<file path="src/hdl/bsad_params.svh">
// constants for the shared buffer space access decoder
// assumes a 16-bit data-space address from each master
`ifndef BSAD_PARAMS_SVH
`define BSAD_PARAMS_SVH
`define BSAD_REGION_BASE     16'hF800
`define BSAD_REGION_TOP      16'hFFFF
`define BSAD_BUF_TOP         16'hFEEF
`define BSAD_OUT_EP0_BASE    16'hFEF0
`define BSAD_IN_EP0_BASE     16'hFEF8
`define BSAD_SETUP_BASE      16'hFF00
`define BSAD_SETUP_TOP       16'hFF07
`define BSAD_DESC_BASE       16'hFF08
`define BSAD_DESC_TOP        16'hFF7F
`define BSAD_MREG_BASE       16'hFF80
`define BSAD_IN_EP0_CFG      16'hFF80
`define BSAD_IN_EP0_CNT      16'hFF81
`define BSAD_OUT_EP0_CFG     16'hFF82
`define BSAD_OUT_EP0_CNT     16'hFF83
`define BSAD_OUT_DESC1       16'hFF08
`define BSAD_IN_DESC1        16'hFF48
`define BSAD_DESC_EPS        3
`define BSAD_DESC_SPARE_LO   3'h3
`define BSAD_DESC_SPARE_HI   3'h4
`define BSAD_DMA_DATA_REG    16'hFFA0
`define BSAD_MREG_HOLE0_LO   16'hFF84
`define BSAD_MREG_HOLE0_HI   16'hFF8F
`define BSAD_MREG_HOLE1_LO   16'hFF91
`define BSAD_MREG_HOLE1_HI   16'hFF91
`define BSAD_MREG_HOLE2_LO   16'hFF94
`define BSAD_MREG_HOLE2_HI   16'hFF9D
`define BSAD_MREG_HOLE3_LO   16'hFF9F
`define BSAD_MREG_HOLE3_HI   16'hFF9F
`define BSAD_MREG_HOLE4_LO   16'hFFAC
`define BSAD_MREG_HOLE4_HI   16'hFFDF
`define BSAD_MREG_HOLE5_LO   16'hFFE2
`define BSAD_MREG_HOLE5_HI   16'hFFE3
`define BSAD_MREG_HOLE6_LO   16'hFFE6
`define BSAD_MREG_HOLE6_HI   16'hFFE7
`define BSAD_MREG_HOLE7_LO   16'hFFF4
`define BSAD_MREG_HOLE7_HI   16'hFFFA
`endif

</file>
<file path="src/hdl/bsad_pkg.sv">
// types for the shared buffer space access decoder
// assumes nothing beyond the params header
package bsad_pkg;
    typedef enum logic [2:0] {
        BSAD_CORE   = 3'b001,
        BSAD_DMA    = 3'b010,
        BSAD_ENGINE = 3'b100
    } bsad_master_e;
    typedef enum logic [3:0] {
        BSAD_ST_IDLE = 4'b0001,
        BSAD_ST_OK   = 4'b0010,
        BSAD_ST_DENY = 4'b0100,
        BSAD_ST_MISS = 4'b1000
    } bsad_state_e;
    typedef struct packed {
        bsad_state_e st;
        logic [7:0]  rdata;
        logic        granted;
        logic        denied;
    } bsad_state_s;
endpackage : bsad_pkg
</file>
<file path="src/hdl/bsad_decoder.sv">
// access decoder for the top 2 KB shared data space
// assumes one request per cycle, synchronous to clock_i
`timescale 1ns/1ps
`include "bsad_params.svh"
// How it works
// RQ1 - addresses F800h to FFFFh form the shared region.
// RQ2 - FF80h-FFFFh are mapped registers; core reaches all but the reserved holes.
// RQ3 - engine reaches only ep0 registers; dma also its data register.
// RQ4 - descriptor range: core always, engine and dma only for descriptor updates.
// RQ5 - setup block core and engine only; ep0 buffers all masters.
// RQ6 - F800h to FEEFh buffer space open to all three masters.
// RQ7 - six 8-byte descriptor blocks; bytes 3 and 4 spare.
// RQ8 - ep0 registers at FF80h to FF83h.
// RQ9 - region map does not depend on boot or normal mode.
// RQ10 - forbidden access: write blocked, read returns zero.
// RQ11 - reserved register and descriptor addresses read zero, writes ignored.
module bsad_decoder (
    input  wire logic                  clock_i,
    input  wire logic                  arst_n_i,
    input  wire logic                  clk_en_i,
    input  wire logic                  req_i,
    input  wire logic                  we_i,
    input  wire bsad_pkg::bsad_master_e master_i,
    input  wire logic                  desc_update_i,
    input  wire logic                  boot_mode_i,
    input  wire logic [15:0]           addr_i,
    input  wire logic [7:0]            mem_rdata_i,
    output logic                       in_region_o,
    output logic                       mem_we_o,
    output logic                       mem_re_o,
    output logic [7:0]                 rdata_o,
    output logic                       granted_o,
    output logic                       denied_o
);
    import bsad_pkg::*;

    // reserved holes of the mapped register range, lowest and highest address
    localparam int          NSPARE = 8;
    localparam logic [15:0] SPARE_LO [NSPARE] = '{
        `BSAD_MREG_HOLE0_LO,
        `BSAD_MREG_HOLE1_LO,
        `BSAD_MREG_HOLE2_LO,
        `BSAD_MREG_HOLE3_LO,
        `BSAD_MREG_HOLE4_LO,
        `BSAD_MREG_HOLE5_LO,
        `BSAD_MREG_HOLE6_LO,
        `BSAD_MREG_HOLE7_LO
    };
    localparam logic [15:0] SPARE_HI [NSPARE] = '{
        `BSAD_MREG_HOLE0_HI,
        `BSAD_MREG_HOLE1_HI,
        `BSAD_MREG_HOLE2_HI,
        `BSAD_MREG_HOLE3_HI,
        `BSAD_MREG_HOLE4_HI,
        `BSAD_MREG_HOLE5_HI,
        `BSAD_MREG_HOLE6_HI,
        `BSAD_MREG_HOLE7_HI
    };

    bsad_state_s s_q;
    bsad_state_s s_d;
    logic [5:0]  desc_hit;
    logic [5:0]  desc_spare;
    logic        in_reg;
    logic        in_desc;
    logic        in_setup;
    logic        in_ep0buf;
    logic        in_buf;
    logic        is_ep0_reg;
    logic        reserved;
    logic        desc_hole;
    logic [NSPARE-1:0] reg_hole;
    logic        allow;
    logic        go;

    genvar g;
    generate
        for (g = 0; g < 2 * `BSAD_DESC_EPS; g++) begin : g_desc
            localparam logic [15:0] B = (g < `BSAD_DESC_EPS)
                ? 16'(`BSAD_OUT_DESC1 + 16'(g * 8))
                : 16'(`BSAD_IN_DESC1 + 16'((g - `BSAD_DESC_EPS) * 8));
            bsad_desc_chk #(.BASE(B)) u_chk (
                .addr_i  (addr_i),
                .hit_o   (desc_hit[g]),
                .spare_o (desc_spare[g])
            );
        end
    endgenerate

    generate
        for (genvar k = 0; k < NSPARE; k++) begin : g_hole
            assign reg_hole[k] = (addr_i >= SPARE_LO[k]) && (addr_i <= SPARE_HI[k]); // [RQ11]
        end
    endgenerate

    // decoding ignores boot_mode_i on purpose
    assign in_region_o = (addr_i >= `BSAD_REGION_BASE); // [RQ1] [RQ9]
    assign in_reg      = (addr_i >= `BSAD_MREG_BASE); // [RQ2]
    assign in_desc     = (addr_i >= `BSAD_DESC_BASE) && (addr_i <= `BSAD_DESC_TOP); // [RQ4]
    assign in_setup    = (addr_i >= `BSAD_SETUP_BASE) && (addr_i <= `BSAD_SETUP_TOP); // [RQ5]
    assign in_ep0buf   = (addr_i >= `BSAD_OUT_EP0_BASE) && (addr_i < `BSAD_SETUP_BASE); // [RQ5]
    assign in_buf      = in_region_o && (addr_i <= `BSAD_BUF_TOP); // [RQ6]
    assign is_ep0_reg  = (addr_i >= `BSAD_IN_EP0_CFG) && (addr_i <= `BSAD_OUT_EP0_CNT); // [RQ8]
    // reserved descriptor space: outside any block, or a spare byte
    assign desc_hole   = in_desc && (~|desc_hit || |desc_spare); // [RQ11]
    assign reserved    = desc_hole || |reg_hole; // [RQ11]

    always_comb begin
        allow = 1'b0;
        if (in_buf || in_ep0buf) begin
            allow = 1'b1; // [RQ5] [RQ6]
        end else if (in_setup) begin
            allow = (master_i != BSAD_DMA); // [RQ5]
        end else if (in_desc) begin
            allow = (master_i == BSAD_CORE) || desc_update_i; // [RQ4]
        end else if (in_reg) begin
            case (master_i)
                BSAD_CORE:   allow = 1'b1; // [RQ2]
                BSAD_ENGINE: allow = is_ep0_reg; // [RQ3]
                BSAD_DMA:    allow = is_ep0_reg || addr_i == `BSAD_DMA_DATA_REG; // [RQ3]
                default:     allow = 1'b0;
            endcase
        end
    end

    assign go       = req_i && clk_en_i;
    assign mem_we_o = go && we_i && allow && !reserved; // [RQ10] [RQ11]
    assign mem_re_o = go && !we_i && allow && !reserved;

    always_comb begin
        s_d = s_q;
        if (go) begin
            s_d.granted = allow && !reserved;
            s_d.denied  = !allow;
            s_d.rdata   = (!we_i && allow && !reserved) ? mem_rdata_i : 8'h00; // [RQ10] [RQ11]
            if (!in_region_o) begin
                s_d.st = BSAD_ST_MISS;
            end else if (allow && !reserved) begin
                s_d.st = BSAD_ST_OK;
            end else begin
                s_d.st = BSAD_ST_DENY;
            end
        end else if (clk_en_i) begin
            s_d.granted = 1'b0;
            s_d.denied  = 1'b0;
            case (s_q.st)
                BSAD_ST_IDLE: s_d.st = BSAD_ST_IDLE;
                BSAD_ST_OK:   s_d.st = BSAD_ST_IDLE;
                BSAD_ST_DENY: s_d.st = BSAD_ST_IDLE;
                BSAD_ST_MISS: s_d.st = BSAD_ST_IDLE;
                default:      s_d.st = BSAD_ST_IDLE;
            endcase
        end
    end

    always_ff @(posedge clock_i or negedge arst_n_i) begin
        if (!arst_n_i) begin
            s_q <= '{st: BSAD_ST_IDLE, rdata: 8'h00, granted: 1'b0, denied: 1'b0};
        end else begin
            s_q <= s_d;
        end
    end

    assign rdata_o   = s_q.rdata;
    assign granted_o = s_q.granted;
    assign denied_o  = s_q.denied;

    a_dma_setup_deny: assert property (@(posedge clock_i) disable iff (!arst_n_i) // [RQ5]
        (req_i && clk_en_i && master_i == BSAD_DMA && in_setup) |=> denied_o && rdata_o == 8'h00)
        else $error("dma reached setup block");
    a_core_reg_ok: assert property (@(posedge clock_i) disable iff (!arst_n_i) // [RQ2]
        (go && master_i == BSAD_CORE && in_reg && !reserved) |=> granted_o)
        else $error("core refused in register range");
    a_engine_reg_only: assert property (@(posedge clock_i) disable iff (!arst_n_i) // [RQ3]
        ((mem_we_o || mem_re_o) && master_i == BSAD_ENGINE && in_reg) |-> addr_i <= 16'hFF83)
        else $error("engine wrote non ep0 register");
    a_desc_update: assert property (@(posedge clock_i) disable iff (!arst_n_i) // [RQ4]
        (go && master_i != BSAD_CORE && in_desc && !desc_update_i) |-> !mem_we_o && !mem_re_o)
        else $error("descriptor touched without update");
    a_buf_open: assert property (@(posedge clock_i) disable iff (!arst_n_i) // [RQ6]
        (go && addr_i >= 16'hF800 && addr_i <= 16'hFEEF) |=> granted_o)
        else $error("buffer access refused");
    a_spare_zero: assert property (@(posedge clock_i) disable iff (!arst_n_i) // [RQ11]
        (go && !we_i && in_desc && addr_i[2:0] == 3'h3) |=> rdata_o == 8'h00 && !granted_o)
        else $error("spare byte not zero");
    a_deny_no_write: assert property (@(posedge clock_i) disable iff (!arst_n_i) // [RQ10]
        denied_o |-> !$past(mem_we_o))
        else $error("denied access wrote");
    a_grant_pulse: assert property (@(posedge clock_i) disable iff (!arst_n_i) // [RQ1]
        (go && addr_i < 16'hF800) |=> !granted_o ##1 (!granted_o || $past(go)))
        else $error("outside region granted");

    // one check per permitted or refused range, and one for the reserved register holes
    a_reg_hole_zero: assert property (@(posedge clock_i) disable iff (!arst_n_i) // [RQ11]
        (go && |reg_hole) |-> (!mem_we_o && !mem_re_o) ##1 (!granted_o && rdata_o == 8'h00))
        else $error("reserved register reached");
    a_ep0buf_open: assert property (@(posedge clock_i) disable iff (!arst_n_i) // [RQ5]
        (go && in_ep0buf) |=> granted_o)
        else $error("ep0 buffer refused");
    a_setup_open: assert property (@(posedge clock_i) disable iff (!arst_n_i) // [RQ5]
        (go && in_setup && master_i != BSAD_DMA) |=> granted_o)
        else $error("setup block refused");
    a_desc_core: assert property (@(posedge clock_i) disable iff (!arst_n_i) // [RQ4]
        (go && master_i == BSAD_CORE && in_desc && !reserved) |=> granted_o)
        else $error("core refused in descriptor range");
    a_ep0_reg_open: assert property (@(posedge clock_i) disable iff (!arst_n_i) // [RQ8]
        (go && is_ep0_reg) |=> granted_o)
        else $error("ep0 register refused");
    a_dma_data_reg: assert property (@(posedge clock_i) disable iff (!arst_n_i) // [RQ3]
        (go && master_i == BSAD_DMA && addr_i == `BSAD_DMA_DATA_REG) |=> granted_o)
        else $error("dma data register refused");
    a_dma_reg_only: assert property (@(posedge clock_i) disable iff (!arst_n_i) // [RQ3]
        (go && master_i == BSAD_DMA && in_reg && !is_ep0_reg
            && addr_i != `BSAD_DMA_DATA_REG) |-> !mem_we_o && !mem_re_o)
        else $error("dma reached other register");
    a_engine_reg_deny: assert property (@(posedge clock_i) disable iff (!arst_n_i) // [RQ3]
        (go && master_i == BSAD_ENGINE && in_reg && !is_ep0_reg) |=> denied_o)
        else $error("engine not refused in register range");
    a_refused_zero: assert property (@(posedge clock_i) disable iff (!arst_n_i) // [RQ10]
        (go && !allow) |-> (!mem_we_o && !mem_re_o) ##1 (denied_o && rdata_o == 8'h00))
        else $error("refused access not blocked");
endmodule : bsad_decoder

</file>
<file path="src/hdl/bsad_desc_chk.sv">
// checks one 8-byte endpoint descriptor block
// assumes a 16-bit address from the same clock domain
`timescale 1ns/1ps
`include "bsad_params.svh"
module bsad_desc_chk #(
    parameter logic [15:0] BASE = 16'hFF08
) (
    input  wire logic [15:0] addr_i,
    output logic             hit_o,
    output logic             spare_o
);
    // block covers base to base+7; bytes 3 and 4 unused
    assign hit_o   = (addr_i[15:3] == BASE[15:3]); // [RQ7]
    assign spare_o = hit_o && (addr_i[2:0] == `BSAD_DESC_SPARE_LO
                              || addr_i[2:0] == `BSAD_DESC_SPARE_HI); // [RQ7]
endmodule : bsad_desc_chk

</file>
<file path="config.mk">
export PLATFORM = sky130hd
export DESIGN_NAME = bsad_decoder
export DESIGN_NICKNAME = d
export VERILOG_FILES = /design/src/hdl/bsad_pkg.sv /design/src/hdl/bsad_decoder.sv /design/src/hdl/bsad_desc_chk.sv
export VERILOG_INCLUDE_DIRS = /design/src /design/src/hdl
export SDC_FILE = /design/constraint.sdc
export NUM_CORES = 1
export LEC_CHECK = 0
export ABC_AREA = 1
export BUFFER_PORTS_ARGS = -buffer_cell sky130_fd_sc_hd__buf_2
export CORE_MARGIN = 1
export CORE_UTILIZATION = 56
export CTS_CLUSTER_DIAMETER = 30
export CTS_CLUSTER_SIZE = 14
export DETAILED_ROUTE_END_ITERATION = 8
export PLACE_DENSITY = 0.89
export SYNTH_ARGS = -nofsm -noshare
export SYNTH_HDL_FRONTEND = slang
export SYNTH_HIERARCHICAL = 1
export SYNTH_SLANG_ARGS = --single-unit
</file>
<file path="constraint.sdc">
create_clock -name clock_i -period 2.2 [get_ports clock_i]
set_input_delay 0.11 -clock clock_i [delete_from_list [all_inputs] [get_ports clock_i]]
set_output_delay 0.11 -clock clock_i [all_outputs]
set_load 0.02 [all_outputs]
</file>
After elaboration in Yosys (flattened, before gate mapping)
Index checks and enable logic that the tools add are counted.
{ "classes": {"n_lt_le_gt_ge": 26, "eq_ne": 13, "n_mux": 8, "reduce_logical": 44} }
{ "op_table": {"columns": ["cell", "count"], "rows": [
  ["16-bit greater-or-equal comparator (second input constant)", 13],
  ["16-bit less-or-equal comparator (second input constant)", 12],
  ["13-bit == test (second input constant)", 6],
  ["1-bit logical AND", 30],
  ["16-bit == test (second input constant)", 1],
  ["16-bit less-than comparator (second input constant)", 1],
  ["6-bit OR reduction", 2],
  ["8-bit 2-to-1 mux", 1],
  ["8-bit OR reduction", 1],
  ["3-bit by 2-bit == test with 1-bit output (second input constant)", 2],
  ["3-bit == test (second input constant)", 2],
  ["1-bit logical OR", 6],
  ["1-bit logical NOT", 4],
  ["1-bit 2-to-1 mux", 4],
  ["2-bit 2-to-1 mux", 2],
  ["3-bit by 1-bit == test with 1-bit output (second input constant)", 1],
  ["3-bit by 2-bit != test with 1-bit output (second input constant)", 1],
  ["1-bit case mux with 3 select lines", 1],
  ["2-bit nonzero test", 1]
]} }
{ "totals": {"regBits": 10, "input_bits": 34, "output_inout_bits": 13, "wordCells": 94} }

Longest topological paths before layout
{ "logic_depth": {"ltp_word": 11, "depth_mapped": 14} }

Modules after synthesis
Netlist, hierarchy kept.
{ "modules_own_cells": {"columns": ["mod", "instances", "cells_each", "area_each_um2", "seq_area_each_um2"], "rows": [
  ["bsad_decoder", 1, 143, 938.4, 250.2],
  ["bsad_desc_chk (g_desc[2].u_chk ...)", 3, 23, 91.3, 0.0],
  ["bsad_desc_chk (g_desc[0].u_chk ...)", 2, 24, 95.1, 0.0],
  ["bsad_desc_chk (g_desc[5].u_chk)", 1, 22, 87.6, 0.0]
]} }

Worst setup path after synthesis
Ideal clock, no wire load.
{ "synth_path": {"path_kind": "input port to output port", "start": "input port addr_i[13]", "end": "output port mem_re_o", "t_arrival_ns": 1.490, "t_required_ns": 2.090, "slack_ns": 0.600, "path_stages": 6, "path_cell_list": "nand2_1 -> nor3b_1 -> a22oi_1 -> nand2_4 -> nand2_4 -> nor2_2"} }
{ "synth_lines": {"columns": ["element", "line", "source"], "rows": [
  ["start: declaration", "bsad_decoder.sv:26", "input wire logic [15:0] addr_i,"],
  ["16-bit greater-or-equal comparator (no line)", null, null],
  ["via in_region_o", "bsad_decoder.sv:28", "output logic in_region_o,"],
  ["1-bit logical AND", "bsad_decoder.sv:102", "assign in_buf = in_region_o && (addr_i <= `BSAD_BUF_TOP);"],
  ["1-bit logical OR", "bsad_decoder.sv:110", "if (in_buf || in_ep0buf) begin"],
  ["1-bit 2-to-1 mux", "bsad_decoder.sv:110", null],
  ["1-bit logical AND (2 in series)", "bsad_decoder.sv:128", "assign mem_re_o = go && !we_i && allow && !reserved;"],
  ["end: declaration", "bsad_decoder.sv:30", "output logic mem_re_o,"]
]} }
The timed path passes the listed nets, and every way through them passes these cells.

Final worst setup path
{ "layout_path": {"start": "input port addr_i[7]", "end": "output port mem_re_o"} }
{ "layout_lines": {"columns": ["element", "line", "source"], "rows": [
  ["13-bit == test", "bsad_desc_chk.sv:13", "assign hit_o = (addr_i[15:3] == BASE[15:3]);"],
  ["1-bit logical AND", "bsad_desc_chk.sv:14", "assign spare_o = hit_o && (addr_i[2:0] == `BSAD_DESC_SPARE_LO"],
  ["via desc_spare[1]", "bsad_decoder.sv:63", "logic [5:0] desc_spare;"],
  ["6-bit OR reduction", "bsad_decoder.sv:105", "assign desc_hole = in_desc && (~|desc_hit || |desc_spare);"],
  ["1-bit logical OR", "bsad_decoder.sv:105", null],
  ["1-bit logical AND", "bsad_decoder.sv:105", null],
  ["1-bit logical OR", "bsad_decoder.sv:106", "assign reserved = desc_hole || |reg_hole;"],
  ["1-bit logical NOT", null, null],
  ["1-bit logical AND", "bsad_decoder.sv:128", null]
]} }
The timed path passes the listed nets, and every way through them passes these cells.

==> impl_metrics.env <==
export IMPL_syn_to_final_growth_pct=19.8
export IMPL_routed_wl_um=3510
export IMPL_post_cts_resized=0
export IMPL_antenna_left=0
export IMPL_p_seq_share_pct=38.2
export IMPL_route_detailed_drc=0
export IMPL_grtUsageTotal_pct=26.5
export IMPL_synth_most_common_cell="nand2_1"
export IMPL_cts_hold_buffers=1
export IMPL_clock_sinks=10
export IMPL_synth_nets=316
export IMPL_synth_adder_area_share_pct=0
export IMPL_postCtsSetupBuffers=0
export IMPL_synth_seq_cells=10
export IMPL_synth_compound_area_share_pct=6.38
export IMPL_final_util_pct=71.4
export IMPL_synth_ff_type="dfrtp_1"
export IMPL_synth_mux_area_fraction_pct=0
export IMPL_synth_cell_type_count=22
export IMPL_grt_antenna_before_repair=0
export IMPL_chipHeight_um=53.6
export IMPL_avgRoutedWirePerCell_um=9.72
export IMPL_fin_crit_sh_pct=88.7
export IMPL_fin_area_um2=1790
export IMPL_rows=18
export IMPL_dpl_hpwl_um=2720
export IMPL_hold_viol_final=0
export IMPL_ys_warn_count=6
export IMPL_cts_inserted_buffers=3
export IMPL_crit_required_ns=2.09
export IMPL_clk_latency_ns=0.25
export IMPL_fillers=260
export IMPL_initialDrtViolationCount=31
export IMPL_gp_congestion=0.852
export IMPL_place_inst=357
export IMPL_fmax_ghz=0.513
export IMPL_drv_cap=0
export IMPL_power_frac_comb_pct=37.8
export IMPL_die_area_um2=2870
export IMPL_hold_class="input port to flip-flop"
export IMPL_cts_tree="yes"
export IMPL_ioPinCount=47
export IMPL_cp_start_kind="input port"
export IMPL_first_pass_iters=4
export IMPL_max_slew_margin_pct=77.1
export IMPL_p_leak_nw=1.16
export IMPL_clkPwrFrac_pct=24.0
export IMPL_synthTopCellsByCount="nand2_1 (87), inv_1 (56), nor2_1 (46), nand3_1 (13), nor2_2 (12)"
export IMPL_worst_hold_slack_ns=0.0599
export IMPL_synthXorXnorAreaFrac_pct=0
export IMPL_rsz0062_at_grt="no"
export IMPL_synth_area_um2=1490
export IMPL_cts_max_level=1
export IMPL_portBuffers=45
export IMPL_p_sw_share_pct=36.7
export IMPL_grt_max_degree=16
export IMPL_syn_inst=282
export IMPL_grt_pass1_wl_um=5710
export IMPL_synth_edff_count=0
export IMPL_die_w_um=53.6
export IMPL_overflow=0
export IMPL_multi_input_area_um2=1000
export IMPL_vias=1727
export IMPL_endpoint_kind="output port"
export IMPL_syn_area_per_cell_um2=5.28
export IMPL_core_um2=2500
export IMPL_skew_ns=0
export IMPL_ys_seq_area_share_pct=16.8
export IMPL_ff_latch_area_um2=250
export IMPL_p_sw_w=0.000181
export IMPL_fin_cells=361
export IMPL_layout_drive_gt1_share_pct=26.6
export IMPL_async_reset_ff_share_pct=100
export IMPL_min_period_ns=1.95
export IMPL_placedInstanceArea_um2=1750
export IMPL_setup_viol_count_final=0
export IMPL_grt_pass1_vias=1387
export IMPL_synthTopCellsByArea="nand2_1 (22%), dfrtp_1 (17%), inv_1 (14%)"
export IMPL_critical_path_class="input port to output port"
export IMPL_synth_top_family_by_area="simple AND/OR/NAND/NOR gates"
export IMPL_yosysTopAreaCell="nand2_1"
export IMPL_worstPathArrival_ns=1.84
export IMPL_crit_fanout=12
export IMPL_peakVddDrop_mv=0.253
export IMPL_tightest_slew_ns=0.343
export IMPL_slew_violations=0
export IMPL_p_int_w=0.000313
export IMPL_start_util_pct=59.6
export IMPL_clockRootBuffer="clkbuf_4"
export IMPL_status="finished clean"
export IMPL_layout_nets=367
export IMPL_power_density_nw_per_um2=277
export IMPL_clk_pin_slew_worst_paths_ns=0.06
export IMPL_clockBufferDepth=2
export IMPL_synth_top_cell_area_share_pct=21.9
export IMPL_drt_vias_per_instance=4.78
export IMPL_yosys_area_share_simple_pct=60.7
export IMPL_finalSetupTns_ns=0
export IMPL_num_antenna_cells=0
==> registers in the layout, indices dropped and copies added (netlist names) <==
name / flops
granted_o: 1
denied_o: 1
rdata_o: 8
==> path summary, 6_finish.rpt <==
path                            start          to  slack, ns  cells past startpoint
min in group asynchronous    arst_n_i   granted_o       0.24                      2
setup / recovery            addr_i[7]    mem_re_o       0.25                     14
hold reg to reg            rdata_o[5]  rdata_o[5]       0.48                      2
setup reg to reg           rdata_o[6]  rdata_o[6]       1.58                      2
hold / removal               clk_en_i   granted_o       0.06                      2
max in group asynchronous    arst_n_i    denied_o       1.76                      2
==> cell type report <==
type,instances,area share (%)
clock buffer,3,1.26
inverter,64,13.5
multi-input combinational,208,56.0
sequential,10,14.0
tap,30,2.10
timing repair buffer,46,13.2
==> power groups by stage <==
stage	combinational, W	clock, W	sequential (W)
2_1_floorplan	0.0000941	0	0.000197
3_3_place_gp	0.000179	0	0.000192
3_5_place_dp	0.000184	0	0.000192
4_1_cts	0.000186	0.000122	0.000189
5_1_grt	0.000212	0.000134	0.000189
6_report	0.000187	0.000119	0.000189
==> cells by family after synthesis <==
group	after synthesis
flops	10
simple gates	192
compound gates	16
buf+inv	64
==> cell usage in the layout (no fill, tap or decap) <==
master / synthesis / routed
nand2_1: 87 / 87
inv_1: 56 / 56
nor2_1: 46 / 46
buf_2: 0 / 45
nand3_1: 13 / 13
nor2_2: 12 / 12
nand4_1: 10 / 10
dfrtp_1: 10 / 10
nand3_2: 8 / 8
a21oi_1: 8 / 8
nand2_2: 8 / 8
inv_2: 6 / 6
o21ai_1: 3 / 3
clkbuf_4: 0 / 3
clkinv_1: 2 / 2
nor3_1: 2 / 2
nand2_4: 2 / 2
nor4_1: 2 / 2
a21oi_2: 2 / 2
nor3b_1: 1 / 1
a22oi_1: 1 / 1
nor2_8: 1 / 1
o22ai_1: 1 / 1
o21ai_2: 1 / 1
dlygate4sd3_1: 0 / 1
==> worst max-delay path: stages <==
cell     delay [ns]
buf_2          0.26
nor2_2         0.07
nand2_1        0.06
nor2_1         0.03
nand2_1        0.07
nor2_1         0.04
nor4_1         0.30
nand3_1        0.15
nand2_1        0.10
nand3_2        0.11
nor2_8         0.21
nand2_4        0.08
nor2_2         0.07
buf_2          0.16
==> layer usage <==
metal,vias up,routed length (um),GRT usage (%),part of all wire [%]
met4,0,19,5.70,0.54
met5,-,0,0,0
met1,735,1750,35.4,50
met2,37,1620,44.8,46
li1,953,-,-,-
met3,2,117,4.24,3.3
==> per-stage QoR <==
stage                     power (W)  setup slack, ns
after floorplan            0.000291            0.600
after global placement     0.000371            0.292
after detailed placement   0.000376            0.240
after CTS                  0.000497            0.239
after global routing       0.000536           0.0755
final                      0.000494            0.249
(Power assumes the default switching activity.)
